File: config.mk
export PLATFORM = sky130hd
export DESIGN_NAME = pmsc_top
export DESIGN_NICKNAME = d
export VERILOG_FILES = /design/src/common/pmsc_pkg.sv /design/src/verilog/pmsc_strap_sync.sv /design/src/verilog/pmsc_top.sv
export SDC_FILE = /design/constraint.sdc
export NUM_CORES = 1
export LEC_CHECK = 0
export ABC_AREA = 0
export BUFFER_PORTS_ARGS = -buffer_cell sky130_fd_sc_hd__buf_2
export CORE_UTILIZATION = 60
export DETAILED_ROUTE_END_ITERATION = 12
export GPL_ROUTABILITY_DRIVEN = 0
export GPL_TIMING_DRIVEN = 0
export MAX_ROUTING_LAYER = met4
export PLACE_DENSITY_LB_ADDON = 0.1
export SLEW_MARGIN = 0
export SYNTH_ARGS = -nofsm -noshare
export SYNTH_HDL_FRONTEND = slang
export SYNTH_HIERARCHICAL = 1
export SYNTH_SLANG_ARGS = --single-unit
File: constraint.sdc
create_clock -name i_clk -period 6.08 [get_ports i_clk]
set_clock_uncertainty 0.05 [all_clocks]
set_input_delay 0.912 -clock i_clk [delete_from_list [all_inputs] [get_ports i_clk]]
set_output_delay 0.912 -clock i_clk [all_outputs]
set_load 0.05 [all_outputs]
File: src/common/pmsc_pkg.sv
// Shared constants of the transceiver mode, strap and mirror control block.
// Assumes a single 250 MHz core clock and a management port of 16-bit words.
package pmsc_pkg;

	// Management register offsets
	localparam logic [7:0] ADDR_MODE_CONFIG_ONE  = 8'h09;
	localparam logic [7:0] ADDR_INT_MASK_CONTROL = 8'h12;
	localparam logic [7:0] ADDR_INT_STATUS       = 8'h13;
	localparam logic [7:0] ADDR_MODE_CONFIG_FOUR = 8'h31;

	// mode_config_one fields
	localparam int TEST_MODE_LSB = 13;
	localparam int TEST_MODE_MSB = 15;

	// mode_config_four fields
	localparam int MIRROR_BIT    = 0;
	localparam int TX_SKEW_LSB   = 1;
	localparam int TX_SKEW_MSB   = 2;
	localparam int RX_SKEW_LSB   = 3;
	localparam int RX_SKEW_MSB   = 5;
	localparam int ANEG_DIS_BIT  = 7;
	localparam int DS_EN_BIT     = 8;
	localparam int DS_ENH_BIT    = 9;
	localparam int DS_CNT_LSB    = 10;
	localparam int DS_CNT_MSB    = 12;

	// Interrupt status and mask bit positions
	localparam int INT_LINK_BIT  = 0;
	localparam int INT_SPEED_BIT = 1;
	localparam int INT_DS_BIT    = 2;
	localparam int INT_WIDTH     = 3;

	// Reset values
	localparam logic [2:0]  DS_CNT_DEFAULT = 3'h4;
	localparam logic [2:0]  TEST_NORMAL    = 3'h0;
	localparam logic [2:0]  TEST_MODE_MAX  = 3'h4;
	localparam logic [15:0] REG_ZERO       = 16'h0000;

	// Four-level strap mode codes as delivered by the level comparators
	localparam logic [1:0] STRAP_MODE1 = 2'h0;
	localparam logic [1:0] STRAP_MODE2 = 2'h1;
	localparam logic [1:0] STRAP_MODE3 = 2'h2;
	localparam logic [1:0] STRAP_MODE4 = 2'h3;
	localparam int         STRAP_COUNT = 7;

	// Strap settle time before the one-shot capture
	localparam int CLK_PERIOD_PS     = 4000;
	localparam int STRAP_SETTLE_NS   = 40;
	localparam int STRAP_SETTLE_CYC  = (STRAP_SETTLE_NS * 1000 + CLK_PERIOD_PS - 1) / CLK_PERIOD_PS;
	localparam logic [3:0] SETTLE_LAST = 4'(STRAP_SETTLE_CYC - 1);

	// Test pattern symbol levels (three-bit signed line symbols)
	localparam logic [2:0] SYM_POS2 = 3'h2;
	localparam logic [2:0] SYM_NEG2 = 3'h6;
	localparam logic [2:0] SYM_ZERO = 3'h0;
	localparam logic [10:0] LFSR_SEED = 11'h7ff;

	typedef enum logic [1:0] {
		PMSC_SPD_10,
		PMSC_SPD_100,
		PMSC_SPD_1000
	} pmsc_speed_e;

endpackage

File: src/verilog/pmsc_strap_sync.sv
// Three-stage synchroniser for one four-level strap mode code.
// Assumes the comparator output is asynchronous to the core clock.
`timescale 1ns/10ps
`default_nettype none
module pmsc_strap_sync (
	input  wire logic       i_clk,
	input  wire logic       i_arst_n,
	input  wire logic       i_ce,
	input  wire logic [1:0] i_mode_async,
	output logic      [1:0] o_mode
);

	logic [1:0] meta_reg;
	logic [1:0] stage2_reg;
	logic [1:0] stage3_reg;

	// Only stage two and three are compared; the first flop feeds stage two alone
	always_ff @(posedge i_clk or negedge i_arst_n) begin
		if (!i_arst_n) begin
			meta_reg   <= pmsc_pkg::STRAP_MODE1;
			stage2_reg <= pmsc_pkg::STRAP_MODE1;
			stage3_reg <= pmsc_pkg::STRAP_MODE1;
			o_mode     <= pmsc_pkg::STRAP_MODE1;
		end else if (i_ce) begin
			meta_reg   <= i_mode_async;
			stage2_reg <= meta_reg;
			stage3_reg <= stage2_reg;
			if (stage2_reg == stage3_reg) begin
				o_mode <= stage3_reg; // Filters a one-cycle glitch
			end
		end
	end

endmodule
`default_nettype wire

File: src/verilog/pmsc_top.sv
// Mode control of a tri-speed copper transceiver: strap capture, downshift,
// mirroring with polarity reversal, compliance test patterns, status interrupt.
// Assumes straps arrive as two-bit comparator codes, line symbols are three-bit
// signed values and the management port delivers decoded word accesses.
//
// Summary of operation
// - With downshift on, repeated gigabit link failures drop the speed to 100 Mb/s.
// - Failure count before downshift is programmable, four after reset.
// - Enhanced mode drops after one failure when channels C and D are silent.
// - Failure at both gigabit and 100 Mb/s falls back to 10 Mb/s.
// - Downshift stays off until software enables it.
// - Mirroring at 10/100 maps A to D and B to C for either pairing.
// - Mirroring at gigabit swaps A with D and B with C.
// - Mirroring is enabled by strap or by the mirror bit at 0x31.
// - Mirrored channels also have their polarity inverted.
// - Masked status changes at 0x13 raise the interrupt, selected at 0x12.
// - Register 0x09 selects normal operation or one of four test modes.
// - Test modes drive the pattern on media and a synchronous clock out.
// - Strap pins are captured at power-up or hardware reset and held.
// - Software reset reloads strap settings from the captured values only.
// - Every strap option except the management address is also settable by register.
// - Second general pin strap modes 1 to 4 give rx skew [2:1] 00 to 11.
// - First general pin strap gives rx skew bit 0: mode 1 zero, mode 3 one.
// - Third indicator strap modes 1 to 4 give tx skew [1:0] 00 to 11.
// - Two receive data straps form a four-bit management address, default 0.
// - Receive control strap modes 3 and 4 give autoneg disable 0 and 1.
`timescale 1ns/10ps
`default_nettype none
module pmsc_top (
	input  wire logic       i_clk,
	input  wire logic       i_arst_n,
	input  wire logic       i_ce,
	input  wire logic       i_sw_reset,
	input  wire logic [1:0] i_rx_data_lane0_strap,
	input  wire logic [1:0] i_rx_data_lane2_strap,
	input  wire logic [1:0] i_rx_ctrl_strap,
	input  wire logic [1:0] i_gp0_strap,
	input  wire logic [1:0] i_gp1_strap,
	input  wire logic [1:0] i_indicator2_strap,
	input  wire logic [1:0] i_indicator0_strap,
	input  wire logic       i_mgmt_wr,
	input  wire logic       i_mgmt_rd,
	input  wire logic [7:0] i_mgmt_addr,
	input  wire logic [15:0] i_mgmt_wdata,
	output logic      [15:0] o_mgmt_rdata,
	output logic            o_mgmt_rvalid,
	input  wire logic       i_link_fail,
	input  wire logic       i_link_up,
	input  wire logic       i_energy_cd,
	input  wire logic       i_mdix,
	input  wire logic [2:0] i_tx_sym_a,
	input  wire logic [2:0] i_tx_sym_b,
	input  wire logic [2:0] i_tx_sym_c,
	input  wire logic [2:0] i_tx_sym_d,
	output logic      [2:0] o_mdi_sym_a,
	output logic      [2:0] o_mdi_sym_b,
	output logic      [2:0] o_mdi_sym_c,
	output logic      [2:0] o_mdi_sym_d,
	output logic            o_clk_out,
	output logic      [1:0] o_speed,
	output logic      [3:0] o_mgmt_addr,
	output logic      [2:0] o_rx_skew,
	output logic      [1:0] o_tx_skew,
	output logic            o_aneg_disable,
	output logic            o_mirror_active,
	output logic            o_int_n
);

	// Synchronised strap codes, one slot per pin
	logic [1:0] strap_async [pmsc_pkg::STRAP_COUNT];
	logic [1:0] strap_sync  [pmsc_pkg::STRAP_COUNT];
	logic [1:0] latch_reg   [pmsc_pkg::STRAP_COUNT];
	logic [3:0] settle_reg;
	logic       captured_reg;
	logic       strap_load_reg;

	logic [15:0] cfg_one_reg;
	logic [15:0] cfg_four_reg;
	logic [15:0] cfg_four_strap;
	logic [pmsc_pkg::INT_WIDTH-1:0] int_mask_reg;
	logic [pmsc_pkg::INT_WIDTH-1:0] int_stat_reg;
	logic [pmsc_pkg::INT_WIDTH-1:0] int_event;
	logic [pmsc_pkg::INT_WIDTH-1:0] stat_clear;

	pmsc_pkg::pmsc_speed_e speed_reg;
	pmsc_pkg::pmsc_speed_e speed_next;
	logic [2:0] fail_cnt_reg;
	logic       link_up_reg;
	logic       ds_event;
	logic       mirror_en;
	logic [2:0] test_mode;
	logic [10:0] lfsr_reg;
	logic       test_phase_reg;
	logic [2:0] pattern_sym;

	assign strap_async[0] = i_rx_data_lane0_strap;
	assign strap_async[1] = i_rx_data_lane2_strap;
	assign strap_async[2] = i_rx_ctrl_strap;
	assign strap_async[3] = i_gp0_strap;
	assign strap_async[4] = i_gp1_strap;
	assign strap_async[5] = i_indicator2_strap;
	assign strap_async[6] = i_indicator0_strap;

	// One synchroniser per strap pin
	for (genvar g = 0; g < pmsc_pkg::STRAP_COUNT; g++) begin : g_sync
		pmsc_strap_sync u_sync (
			.i_clk       (i_clk),
			.i_arst_n    (i_arst_n),
			.i_ce        (i_ce),
			.i_mode_async(strap_async[g]),
			.o_mode      (strap_sync[g])
		);
	end

	// Receive clock skew bit 0 only has meaning in modes 1 and 3
	function automatic logic gp0_skew(input logic [1:0] mode);
		gp0_skew = (mode == pmsc_pkg::STRAP_MODE3);
	endfunction

	// Autoneg disable only defined in modes 3 and 4
	function automatic logic aneg_decode(input logic [1:0] mode);
		aneg_decode = (mode == pmsc_pkg::STRAP_MODE4);
	endfunction

	// Negation of a three-bit signed line symbol
	function automatic logic [2:0] invert_sym(input logic [2:0] sym);
		invert_sym = 3'(~sym + 3'h1);
	endfunction

	// Capture straps once after hardware reset, when the synchronisers settle
	always_ff @(posedge i_clk or negedge i_arst_n) begin
		if (!i_arst_n) begin
			settle_reg   <= 4'h0;
			captured_reg <= 1'b0;
			strap_load_reg <= 1'b0;
			for (int i = 0; i < pmsc_pkg::STRAP_COUNT; i++) begin
				latch_reg[i] <= pmsc_pkg::STRAP_MODE1;
			end
		end else if (i_ce) begin
			strap_load_reg <= 1'b0;
			if (!captured_reg && settle_reg == pmsc_pkg::SETTLE_LAST) begin
				captured_reg   <= 1'b1;
				strap_load_reg <= 1'b1; // Image is built from the fresh latch next edge
				for (int i = 0; i < pmsc_pkg::STRAP_COUNT; i++) begin
					latch_reg[i] <= strap_sync[i];
				end
			end else if (!captured_reg) begin
				settle_reg <= 4'(settle_reg + 4'h1);
			end
		end
	end

	// Strap image of mode_config_four; downshift fields keep software defaults
	always_comb begin
		cfg_four_strap = pmsc_pkg::REG_ZERO;
		cfg_four_strap[pmsc_pkg::MIRROR_BIT] = latch_reg[6][1];
		cfg_four_strap[pmsc_pkg::TX_SKEW_MSB:pmsc_pkg::TX_SKEW_LSB] = latch_reg[5];
		cfg_four_strap[pmsc_pkg::RX_SKEW_MSB:pmsc_pkg::RX_SKEW_LSB] =
			{latch_reg[4], gp0_skew(latch_reg[3])};
		cfg_four_strap[pmsc_pkg::ANEG_DIS_BIT] = aneg_decode(latch_reg[2]);
		cfg_four_strap[pmsc_pkg::DS_CNT_MSB:pmsc_pkg::DS_CNT_LSB] = pmsc_pkg::DS_CNT_DEFAULT;
	end

	// Configuration registers: strap image into 0x31 and zero into 0x09 on capture or software reset, else writes; 0x12 only by writes
	always_ff @(posedge i_clk or negedge i_arst_n) begin
		if (!i_arst_n) begin
			cfg_four_reg <= pmsc_pkg::REG_ZERO;
			cfg_four_reg[pmsc_pkg::DS_CNT_MSB:pmsc_pkg::DS_CNT_LSB] <= pmsc_pkg::DS_CNT_DEFAULT;
			cfg_one_reg  <= pmsc_pkg::REG_ZERO;
			int_mask_reg <= '0;
		end else if (i_ce) begin
			if (i_sw_reset || strap_load_reg) begin
				cfg_four_reg <= cfg_four_strap;
				cfg_one_reg  <= pmsc_pkg::REG_ZERO;
			end else if (i_mgmt_wr) begin
				if (i_mgmt_addr == pmsc_pkg::ADDR_MODE_CONFIG_FOUR) begin
					cfg_four_reg <= i_mgmt_wdata;
				end
				if (i_mgmt_addr == pmsc_pkg::ADDR_MODE_CONFIG_ONE) begin
					cfg_one_reg <= i_mgmt_wdata;
				end
				if (i_mgmt_addr == pmsc_pkg::ADDR_INT_MASK_CONTROL) begin
					int_mask_reg <= i_mgmt_wdata[pmsc_pkg::INT_WIDTH-1:0];
				end
			end
		end
	end

	// Reserved test codes above four fall back to normal operation
	assign test_mode = (cfg_one_reg[pmsc_pkg::TEST_MODE_MSB:pmsc_pkg::TEST_MODE_LSB]
		> pmsc_pkg::TEST_MODE_MAX) ? pmsc_pkg::TEST_NORMAL :
		cfg_one_reg[pmsc_pkg::TEST_MODE_MSB:pmsc_pkg::TEST_MODE_LSB];
	assign mirror_en = cfg_four_reg[pmsc_pkg::MIRROR_BIT];

	// Downshift speed choice on each reported gigabit or 100M failure
	always_comb begin
		speed_next = speed_reg;
		ds_event   = 1'b0;
		if (!cfg_four_reg[pmsc_pkg::DS_EN_BIT]) begin
			speed_next = pmsc_pkg::PMSC_SPD_1000;
		end else if (i_link_fail) begin
			case (speed_reg)
				pmsc_pkg::PMSC_SPD_1000: begin
					if ((cfg_four_reg[pmsc_pkg::DS_ENH_BIT] && !i_energy_cd) ||
						(3'(fail_cnt_reg + 3'h1) >=
						cfg_four_reg[pmsc_pkg::DS_CNT_MSB:pmsc_pkg::DS_CNT_LSB])) begin
						speed_next = pmsc_pkg::PMSC_SPD_100;
						ds_event   = 1'b1;
					end
				end
				pmsc_pkg::PMSC_SPD_100: begin
					speed_next = pmsc_pkg::PMSC_SPD_10;
					ds_event   = 1'b1;
				end
				pmsc_pkg::PMSC_SPD_10: begin
					speed_next = pmsc_pkg::PMSC_SPD_10;
				end
				default: begin
					speed_next = pmsc_pkg::PMSC_SPD_1000;
				end
			endcase
		end
	end

	// Speed state and consecutive failure count; a good link clears the count
	always_ff @(posedge i_clk or negedge i_arst_n) begin
		if (!i_arst_n) begin
			speed_reg    <= pmsc_pkg::PMSC_SPD_1000;
			fail_cnt_reg <= 3'h0;
		end else if (i_ce) begin
			speed_reg <= i_sw_reset ? pmsc_pkg::PMSC_SPD_1000 : speed_next;
			if (i_sw_reset || i_link_up || speed_next != speed_reg ||
				!cfg_four_reg[pmsc_pkg::DS_EN_BIT]) begin
				fail_cnt_reg <= 3'h0;
			end else if (i_link_fail && speed_reg == pmsc_pkg::PMSC_SPD_1000 &&
				fail_cnt_reg != 3'h7) begin
				fail_cnt_reg <= 3'(fail_cnt_reg + 3'h1);
			end
		end
	end

	// Test pattern source; the LFSR stands in for the scrambled pattern of mode four
	always_ff @(posedge i_clk or negedge i_arst_n) begin
		if (!i_arst_n) begin
			lfsr_reg       <= pmsc_pkg::LFSR_SEED;
			test_phase_reg <= 1'b0;
		end else if (i_ce) begin
			if (test_mode == pmsc_pkg::TEST_NORMAL) begin
				lfsr_reg       <= pmsc_pkg::LFSR_SEED;
				test_phase_reg <= 1'b0;
			end else begin
				lfsr_reg       <= {lfsr_reg[9:0], lfsr_reg[10] ^ lfsr_reg[8]};
				test_phase_reg <= ~test_phase_reg;
			end
		end
	end

	always_comb begin
		case (test_mode)
			3'h4:    pattern_sym = lfsr_reg[10] ? pmsc_pkg::SYM_POS2 : pmsc_pkg::SYM_NEG2;
			3'h0:    pattern_sym = pmsc_pkg::SYM_ZERO;
			default: pattern_sym = test_phase_reg ? pmsc_pkg::SYM_POS2 : pmsc_pkg::SYM_NEG2;
		endcase
	end

	// Media symbol steering; mirroring and inversion ignore MDI/MDIX on purpose
	always_ff @(posedge i_clk or negedge i_arst_n) begin
		if (!i_arst_n) begin
			o_mdi_sym_a <= pmsc_pkg::SYM_ZERO;
			o_mdi_sym_b <= pmsc_pkg::SYM_ZERO;
			o_mdi_sym_c <= pmsc_pkg::SYM_ZERO;
			o_mdi_sym_d <= pmsc_pkg::SYM_ZERO;
			o_clk_out   <= 1'b0;
		end else if (i_ce) begin
			o_clk_out <= test_phase_reg;
			if (test_mode != pmsc_pkg::TEST_NORMAL) begin
				o_mdi_sym_a <= pattern_sym;
				o_mdi_sym_b <= pattern_sym;
				o_mdi_sym_c <= pattern_sym;
				o_mdi_sym_d <= pattern_sym;
			end else if (!mirror_en) begin
				o_mdi_sym_a <= i_tx_sym_a;
				o_mdi_sym_b <= i_tx_sym_b;
				o_mdi_sym_c <= i_tx_sym_c;
				o_mdi_sym_d <= i_tx_sym_d;
			end else if (speed_reg == pmsc_pkg::PMSC_SPD_1000) begin
				o_mdi_sym_a <= invert_sym(i_tx_sym_d);
				o_mdi_sym_b <= invert_sym(i_tx_sym_c);
				o_mdi_sym_c <= invert_sym(i_tx_sym_b);
				o_mdi_sym_d <= invert_sym(i_tx_sym_a);
			end else begin
				o_mdi_sym_a <= pmsc_pkg::SYM_ZERO;
				o_mdi_sym_b <= pmsc_pkg::SYM_ZERO;
				o_mdi_sym_c <= invert_sym(i_tx_sym_b);
				o_mdi_sym_d <= invert_sym(i_tx_sym_a);
			end
		end
	end

	// Status events: link change, speed change, downshift
	always_comb begin
		int_event = '0;
		int_event[pmsc_pkg::INT_LINK_BIT]  = (i_link_up != link_up_reg);
		int_event[pmsc_pkg::INT_SPEED_BIT] = (speed_next != speed_reg);
		int_event[pmsc_pkg::INT_DS_BIT]    = ds_event;
		stat_clear = (i_mgmt_rd && i_mgmt_addr == pmsc_pkg::ADDR_INT_STATUS) ?
			{pmsc_pkg::INT_WIDTH{1'b1}} : '0;
	end

	// Sticky status, cleared by reading; a same-cycle event survives the clear
	always_ff @(posedge i_clk or negedge i_arst_n) begin
		if (!i_arst_n) begin
			int_stat_reg <= '0;
			link_up_reg  <= 1'b0;
			o_int_n      <= 1'b1;
		end else if (i_ce) begin
			link_up_reg  <= i_link_up;
			int_stat_reg <= (int_stat_reg & ~stat_clear) | int_event;
			o_int_n      <= ~|(((int_stat_reg & ~stat_clear) | int_event) & int_mask_reg);
		end
	end

	// Register read port, one cycle latency; unmapped offsets read zero
	always_ff @(posedge i_clk or negedge i_arst_n) begin
		if (!i_arst_n) begin
			o_mgmt_rdata  <= pmsc_pkg::REG_ZERO;
			o_mgmt_rvalid <= 1'b0;
		end else if (i_ce) begin
			o_mgmt_rvalid <= i_mgmt_rd;
			if (i_mgmt_rd) begin
				case (i_mgmt_addr)
					pmsc_pkg::ADDR_MODE_CONFIG_ONE:  o_mgmt_rdata <= cfg_one_reg;
					pmsc_pkg::ADDR_MODE_CONFIG_FOUR: o_mgmt_rdata <= cfg_four_reg;
					pmsc_pkg::ADDR_INT_MASK_CONTROL: o_mgmt_rdata <= 16'(int_mask_reg);
					pmsc_pkg::ADDR_INT_STATUS:       o_mgmt_rdata <= 16'(int_stat_reg);
					default:                         o_mgmt_rdata <= pmsc_pkg::REG_ZERO;
				endcase
			end
		end
	end

	// Mode outputs: address straps feed only the captured image
	always_ff @(posedge i_clk or negedge i_arst_n) begin
		if (!i_arst_n) begin
			o_mgmt_addr     <= 4'h0;
			o_rx_skew       <= 3'h0;
			o_tx_skew       <= 2'h0;
			o_aneg_disable  <= 1'b0;
			o_mirror_active <= 1'b0;
			o_speed         <= pmsc_pkg::PMSC_SPD_1000;
		end else if (i_ce) begin
			o_mgmt_addr     <= {latch_reg[1], latch_reg[0]};
			o_rx_skew       <= cfg_four_reg[pmsc_pkg::RX_SKEW_MSB:pmsc_pkg::RX_SKEW_LSB];
			o_tx_skew       <= cfg_four_reg[pmsc_pkg::TX_SKEW_MSB:pmsc_pkg::TX_SKEW_LSB];
			o_aneg_disable  <= cfg_four_reg[pmsc_pkg::ANEG_DIS_BIT];
			o_mirror_active <= mirror_en;
			o_speed         <= speed_reg;
		end
	end

	// MDI/MDIX state does not change the mirror map in either speed
	logic unused_mdix;
	assign unused_mdix = i_mdix;

endmodule
`default_nettype wire

==> Word-level counts from Yosys, hierarchy flattened <==
Index checks and enable logic that the tools add are counted.
{ "word_totals": {"reg_bits": 176, "input_bits": 60, "wordCells": 175} }
{ "op_classes": {"muxes": 36, "reduce_logical": 37, "magnitude_cmp": 2, "eq_ne": 20, "n_bitwise": 13, "addsub": 6} }
{ "ops": {"columns": ["op", "n"], "rows": [
  ["$mux W16", 6],
  ["$pmux W16 S4", 1],
  ["$mux W3", 16],
  ["$reduce_and A2 Y1", 10],
  ["$eq A8 B5 Y1 const B", 2],
  ["$add A3 B1 Y3 const B", 5],
  ["$not A3 Y3", 5],
  ["$eq A2 B2 Y1", 7],
  ["$mux W11", 1],
  ["$reduce_and A3 Y1", 3],
  ["$eq A8 B4 Y1 const B", 1],
  ["$eq A8 B6 Y1 const B", 1],
  ["$mux W2", 4],
  ["$reduce_bool A2 Y1", 4],
  ["$and A3 B3 Y3", 2],
  ["$eq A2 B2 Y1 const B", 3],
  ["$pmux W3 S2", 1],
  ["$logic_and A1 B1 Y1", 5],
  ["$logic_or A1 B1 Y1", 5],
  ["$mux W1", 5],
  ["$add A4 B1 Y4 const B", 1],
  ["$eq A4 B4 Y1 const B", 1],
  ["$logic_not A1 Y1", 4],
  ["$not A1 Y1", 4],
  ["17 further kinds", 17]
]} }

==> Logic depth before layout (Yosys ltp) <==
{ "depth": {"depth_word": 12, "mapped_depth": 8, "mapped_depth_nobuf": 8} }

==> By module <==
The synthesis kept the hierarchy.
{ "by_module_without_submodules": {"columns": ["module", "instances", "area_each_um2", "seq_area_each_um2", "cells_each"], "rows": [
  ["pmsc_top", 1, 5408.9, 2996.6, 449],
  ["pmsc_strap_sync", 7, 351.6, 200.2, 27]
]} }

==> Worst setup path before layout <==
OpenSTA, ideal clock, no wires.
{ "synth_timing": {"path_type": "input to register", "startpoint": "in i_mgmt_addr[0]", "endpoint": "reg cfg_four_reg[10]", "required_time_ps": 5909, "cell_stages": 8, "n_path_buf": 3, "setup_time_ps": 121, "arrival_ps": 2609, "slack_ps": 3301, "cell_sequence": "buf_4 -> or4b_4 -> nor3_4 -> nand2_1 -> a21o_1 -> buf_2 -> buf_2 -> a22o_1"} }
{ "synth_between": {"elab_chain_cells": 3} }
{ "synth_rtl": {"columns": ["element", "line", "text"], "rows": [
  ["start, declared", "pmsc_top.sv:43", "input wire logic [7:0] i_mgmt_addr,"],
  ["$eq A8 B6 Y1", "pmsc_top.sv:176", "if (i_mgmt_addr == pmsc_pkg::ADDR_MODE_CONFIG_FOUR) begin"],
  ["$reduce_bool A2 Y1 (no line)", null, null],
  ["$reduce_and A3 Y1 (no line)", null, null],
  ["end signal, assigned by index", "pmsc_top.sv:168", "cfg_four_reg[pmsc_pkg::DS_CNT_MSB:pmsc_pkg::DS_CNT_LSB] <= pmsc_pkg::DS_CNT_DEFAULT;"],
  ["end signal, assigned", "pmsc_top.sv:173", "cfg_four_reg <= cfg_four_strap;"],
  ["end signal, assigned", "pmsc_top.sv:177", "cfg_four_reg <= i_mgmt_wdata;"],
  ["end, declared", "pmsc_top.sv:78", "logic [15:0] cfg_four_reg;"]
]} }
No other way between the ends.
A chain may end at the register's enable or synchronous reset.

==> Final worst setup path <==
{ "layout_timing": {"startpoint": "reg fail_cnt_reg[0]", "endpoint": "reg fail_cnt_reg[0]"} }
{ "layout_between": {"elab_chain_cells": 12} }
{ "layout_rtl": {"columns": ["element", "line", "text"], "rows": [
  ["start, declared", "pmsc_top.sv:87", "logic [2:0] fail_cnt_reg;"],
  ["start signal, assigned", "pmsc_top.sv:237", "fail_cnt_reg <= 3'(fail_cnt_reg + 3'h1);"],
  ["$add A3 B1 Y3", "pmsc_top.sv:205, pmsc_top.sv:237", null],
  ["$ge A3 B3 Y1", "pmsc_top.sv:205", "(3'(fail_cnt_reg + 3'h1) >="],
  ["$logic_or A1 B1 Y1", "pmsc_top.sv:204", "if ((cfg_four_reg[pmsc_pkg::DS_ENH_BIT] && !i_energy_cd) ||"],
  ["$mux W2", "pmsc_top.sv:204", null],
  ["$pmux W2 S2", "pmsc_top.sv:202", "case (speed_reg)"],
  ["$mux W2", "pmsc_top.sv:201", "end else if (i_link_fail) begin"],
  ["$mux W2", "pmsc_top.sv:199", "if (!cfg_four_reg[pmsc_pkg::DS_EN_BIT]) begin"],
  ["$ne A2 B2 Y1", "pmsc_top.sv:232", "if (i_sw_reset || i_link_up || speed_next != speed_reg ||"],
  ["$logic_or A1 B1 Y1 (2 in a row)", "pmsc_top.sv:232", null],
  ["$reduce_bool A2 Y1 (no line)", null, null],
  ["$reduce_and A2 Y1 (no line)", null, null]
]} }
Parallel ways exist; a longest one is shown, timed or not. The select of a mux whose other input is x is not followed.

==> reports/summary.txt <==
Critical-path top delay cell - a2111oi_2
vias - 5483
number of I/O pins - 104
Netlist Area Pre-Place - 7811 um2
NetSw - 1.057 mW
CTS tree - built
Layout Nets - 826
core area - 12670 um2
1st-iter DRT viols - 431
worst setup path start - fail_cnt_reg[0]$_DFFE_PN0P_
HP Class - primary input to asynchronous set/reset pin
WL per Instance - 17.96 um
worst setup margin - 3.050 ns
Critical Path AT - 3.33 ns
DRC viols - 0
die area - 13480 um2
status - finished, final reports clean
CP endpoint - fail_cnt_reg[0]$_DFFE_PN0P_
Slew Viols, Final - 0
Clock Path Buffers - 2
Skew-Pair Late Insertion Delay - 0.41 ns
Initial Utilization - 0.6165
# hold bufs at CTS - 0
layout cell share with drive strength beyond 1 - 0.3190
WHS - 0.3872 ns
pin count of the biggest net entering global routing - 109
global-route wire length before repair - 27.03 mm
sequential share of power - 0.451
RSZ-0062 raised after global routing - no
Pint - 2.300 mW
kind of launch point of the worst setup path - register
post-synthesis average cell area - 12.36 um2
Slew HR - 0.3694
clk sinks - 174
Critical Path RT - 6.38 ns
Clock power frac - 0.324
crit path cell chain - ha_1 > ha_1 > ha_1 > and2_1 > a2111oi_2 > o221ai_1 > nor4_1 > mux2_2
CTS clock-pin slew for the worst setup and hold paths - 0.06 ns
worst path bufs/invs - 0
Worst path depth - 8
FF-to-FF path depth - 8
I/O Buffers - 100
critical path's most frequent cell - ha_1
vias in the first global route - 5445
pre-CTS setup slack - 2.710 ns
Total Wirelength - 16.87 mm
post-DP HPWL - 11.78 mm
placed cell count - 905
Layout area overhead - 17.44%
Hold Vio Cnt, Final - 0
ANT nets after route - 0
max incr delay on CP - 0.59 ns
Sw Share - 0.3149
setup TNS - 0 ns
Setup CP Type - register to register
initial antenna violation count - 2
Syn Inst Count - 632
final worst path period need - 3.030 ns
Via density - 5.839
Die W - 116.1 um
total grt overflow - 0
actual slew at the worst max-slew pin - 0.9380 ns
Setup Fix Bufs, Post-CTS - 0
Crit Path Max Fanout - 5
non-filler instance count after layout - 939
Max VDD drop - 0.3074 mV
Leak - 4.220 nW
Mapped Nets - 706
critical path capture point type - register
Worst R2R End - fail_cnt_reg[0]$_DFFE_PN0P_
CTS resizes - 0
Detailed Routing Iterations Pass 1 - 5
Crit path max-delay family - compound AO/OA/AOI/OAI gates
FP Rows - 41
YS warnings - 6
dpl cell area - 8564 um2
Final Setup Violations - 0
GRT Overall Usage - 0.2749
CTS root buf - clkbuf_16
r2r setup slk - 3.05 ns
R2R Path Start - fail_cnt_reg[0]$_DFFE_PN0P_
fmax - 330.0 MHz
final period utilization - 0.4984
die height - 116.1 um
final instance area - 9174 um2
pwr dens - 366.0 nW/um2
H-tree Lvls - 4
Inserted Clock Buffers - 17
Gate power share - 0.225
Max-Cap Viols - 0
cell usage in the layout, fill, tap and decap left out, types with 3 or more instances in the layout:
| cell | count |
|---|---|
| a21oi_1 | 26 |
| inv_1 | 33 |
| mux2_2 | 79 |
| nor2b_1 | 4 |
| o221ai_1 | 5 |
| xnor2_1 | 15 |
| buf_6 | 8 |
| clkbuf_16 | 17 |
| dfstp_2 | 15 |
| o22a_1 | 13 |
| dfrtp_1 | 159 |
| mux2i_1 | 12 |
| xor2_1 | 8 |
| nand2b_1 | 6 |
| nor3_1 | 5 |
| o2bb2ai_1 | 3 |
| nor2_1 | 36 |
| a221oi_1 | 3 |
| nand3b_1 | 9 |
| o211ai_1 | 6 |
| o31ai_1 | 7 |
| o21ai_0 | 25 |
| nand2_1 | 14 |
| a22oi_1 | 13 |
| buf_2 | 103 |
| clkbuf_1 | 19 |
| clkbuf_8 | 5 |
| a22o_1 | 30 |
| ha_1 | 14 |
| mux2_1 | 6 |
| nand3_1 | 14 |
| nand4_1 | 8 |
| a21o_1 | 4 |
| and2_1 | 3 |
power groups by stage:
stage	clock network, mW	registers [mW]	logic [mW]
floorplan	0	1.72	0.334
detailed placement	0	1.53	0.758
global route	1.15	1.54	0.818
CTS	1.11	1.51	0.764
finish	1.09	1.51	0.757
global placement	0	1.52	0.730
worst register-to-register path, stage by stage (launching register included):
cell	delay [ns]
dfrtp_1	0.40
ha_1	0.21
ha_1	0.29
ha_1	0.28
and2_1	0.16
a2111oi_2	0.59
o221ai_1	0.25
nor4_1	0.49
mux2_2	0.24
per-layer routing:
metal | global-route usage | share of wire | up-vias
li1 | - | - | 2544
met1 | 0.3367 | 0.43 | 2773
met2 | 0.4492 | 0.51 | 146
met3 | 0.06487 | 0.047 | 20
met4 | 0.09573 | 0.018 | 0
met5 | - | 0 | -
worst min path at each step:
stage | startpoint | end | slack (ns) | cells past startpoint
after floorplan | int_mask_reg[1]$_DFFE_PN0P_ | o_int_n$_DFFE_PN1P_ | 0.39 | 1
after global placement | settle_reg[3]$_DFFE_PN0P_ | settle_reg[3]$_DFFE_PN0P_ | 0.41 | 1
after detailed placement | settle_reg[3]$_DFFE_PN0P_ | settle_reg[3]$_DFFE_PN0P_ | 0.42 | 1
after CTS | i_arst_n | o_mgmt_rdata[10]$_DFFE_PN0P_ | 0.40 | 1
after global routing | i_arst_n | o_mgmt_rdata[10]$_DFFE_PN0P_ | 0.42 | 1
final | i_arst_n | o_mgmt_rdata[10]$_DFFE_PN0P_ | 0.39 | 1
area by class of cell:
cell class / instances / area [um2]
Buffer: 33 / 196.4
Fill cell: 922 / 3497
Tap cell: 172 / 215.2
Multi-Input combinational cell: 392 / 3118
Timing Repair Buffer: 101 / 538.0
Inverter: 33 / 123.9
Clock buffer: 24 / 501.7
Sequential cell: 174 / 4373
Clock inverter: 8 / 102.6
Antenna cell: 2 / 5.005
through the flow:
| stage | util | total power, mW |
|---|---|---|
| floorplan | - | 2.053 |
| global placement | 0.6730 | 2.246 |
| detailed placement | 0.6759 | 2.289 |
| CTS | 0.7236 | 3.384 |
| global route | 0.7240 | 3.511 |
| finish | 0.7240 | 3.358 |
Power figures use the tool's default switching activity.
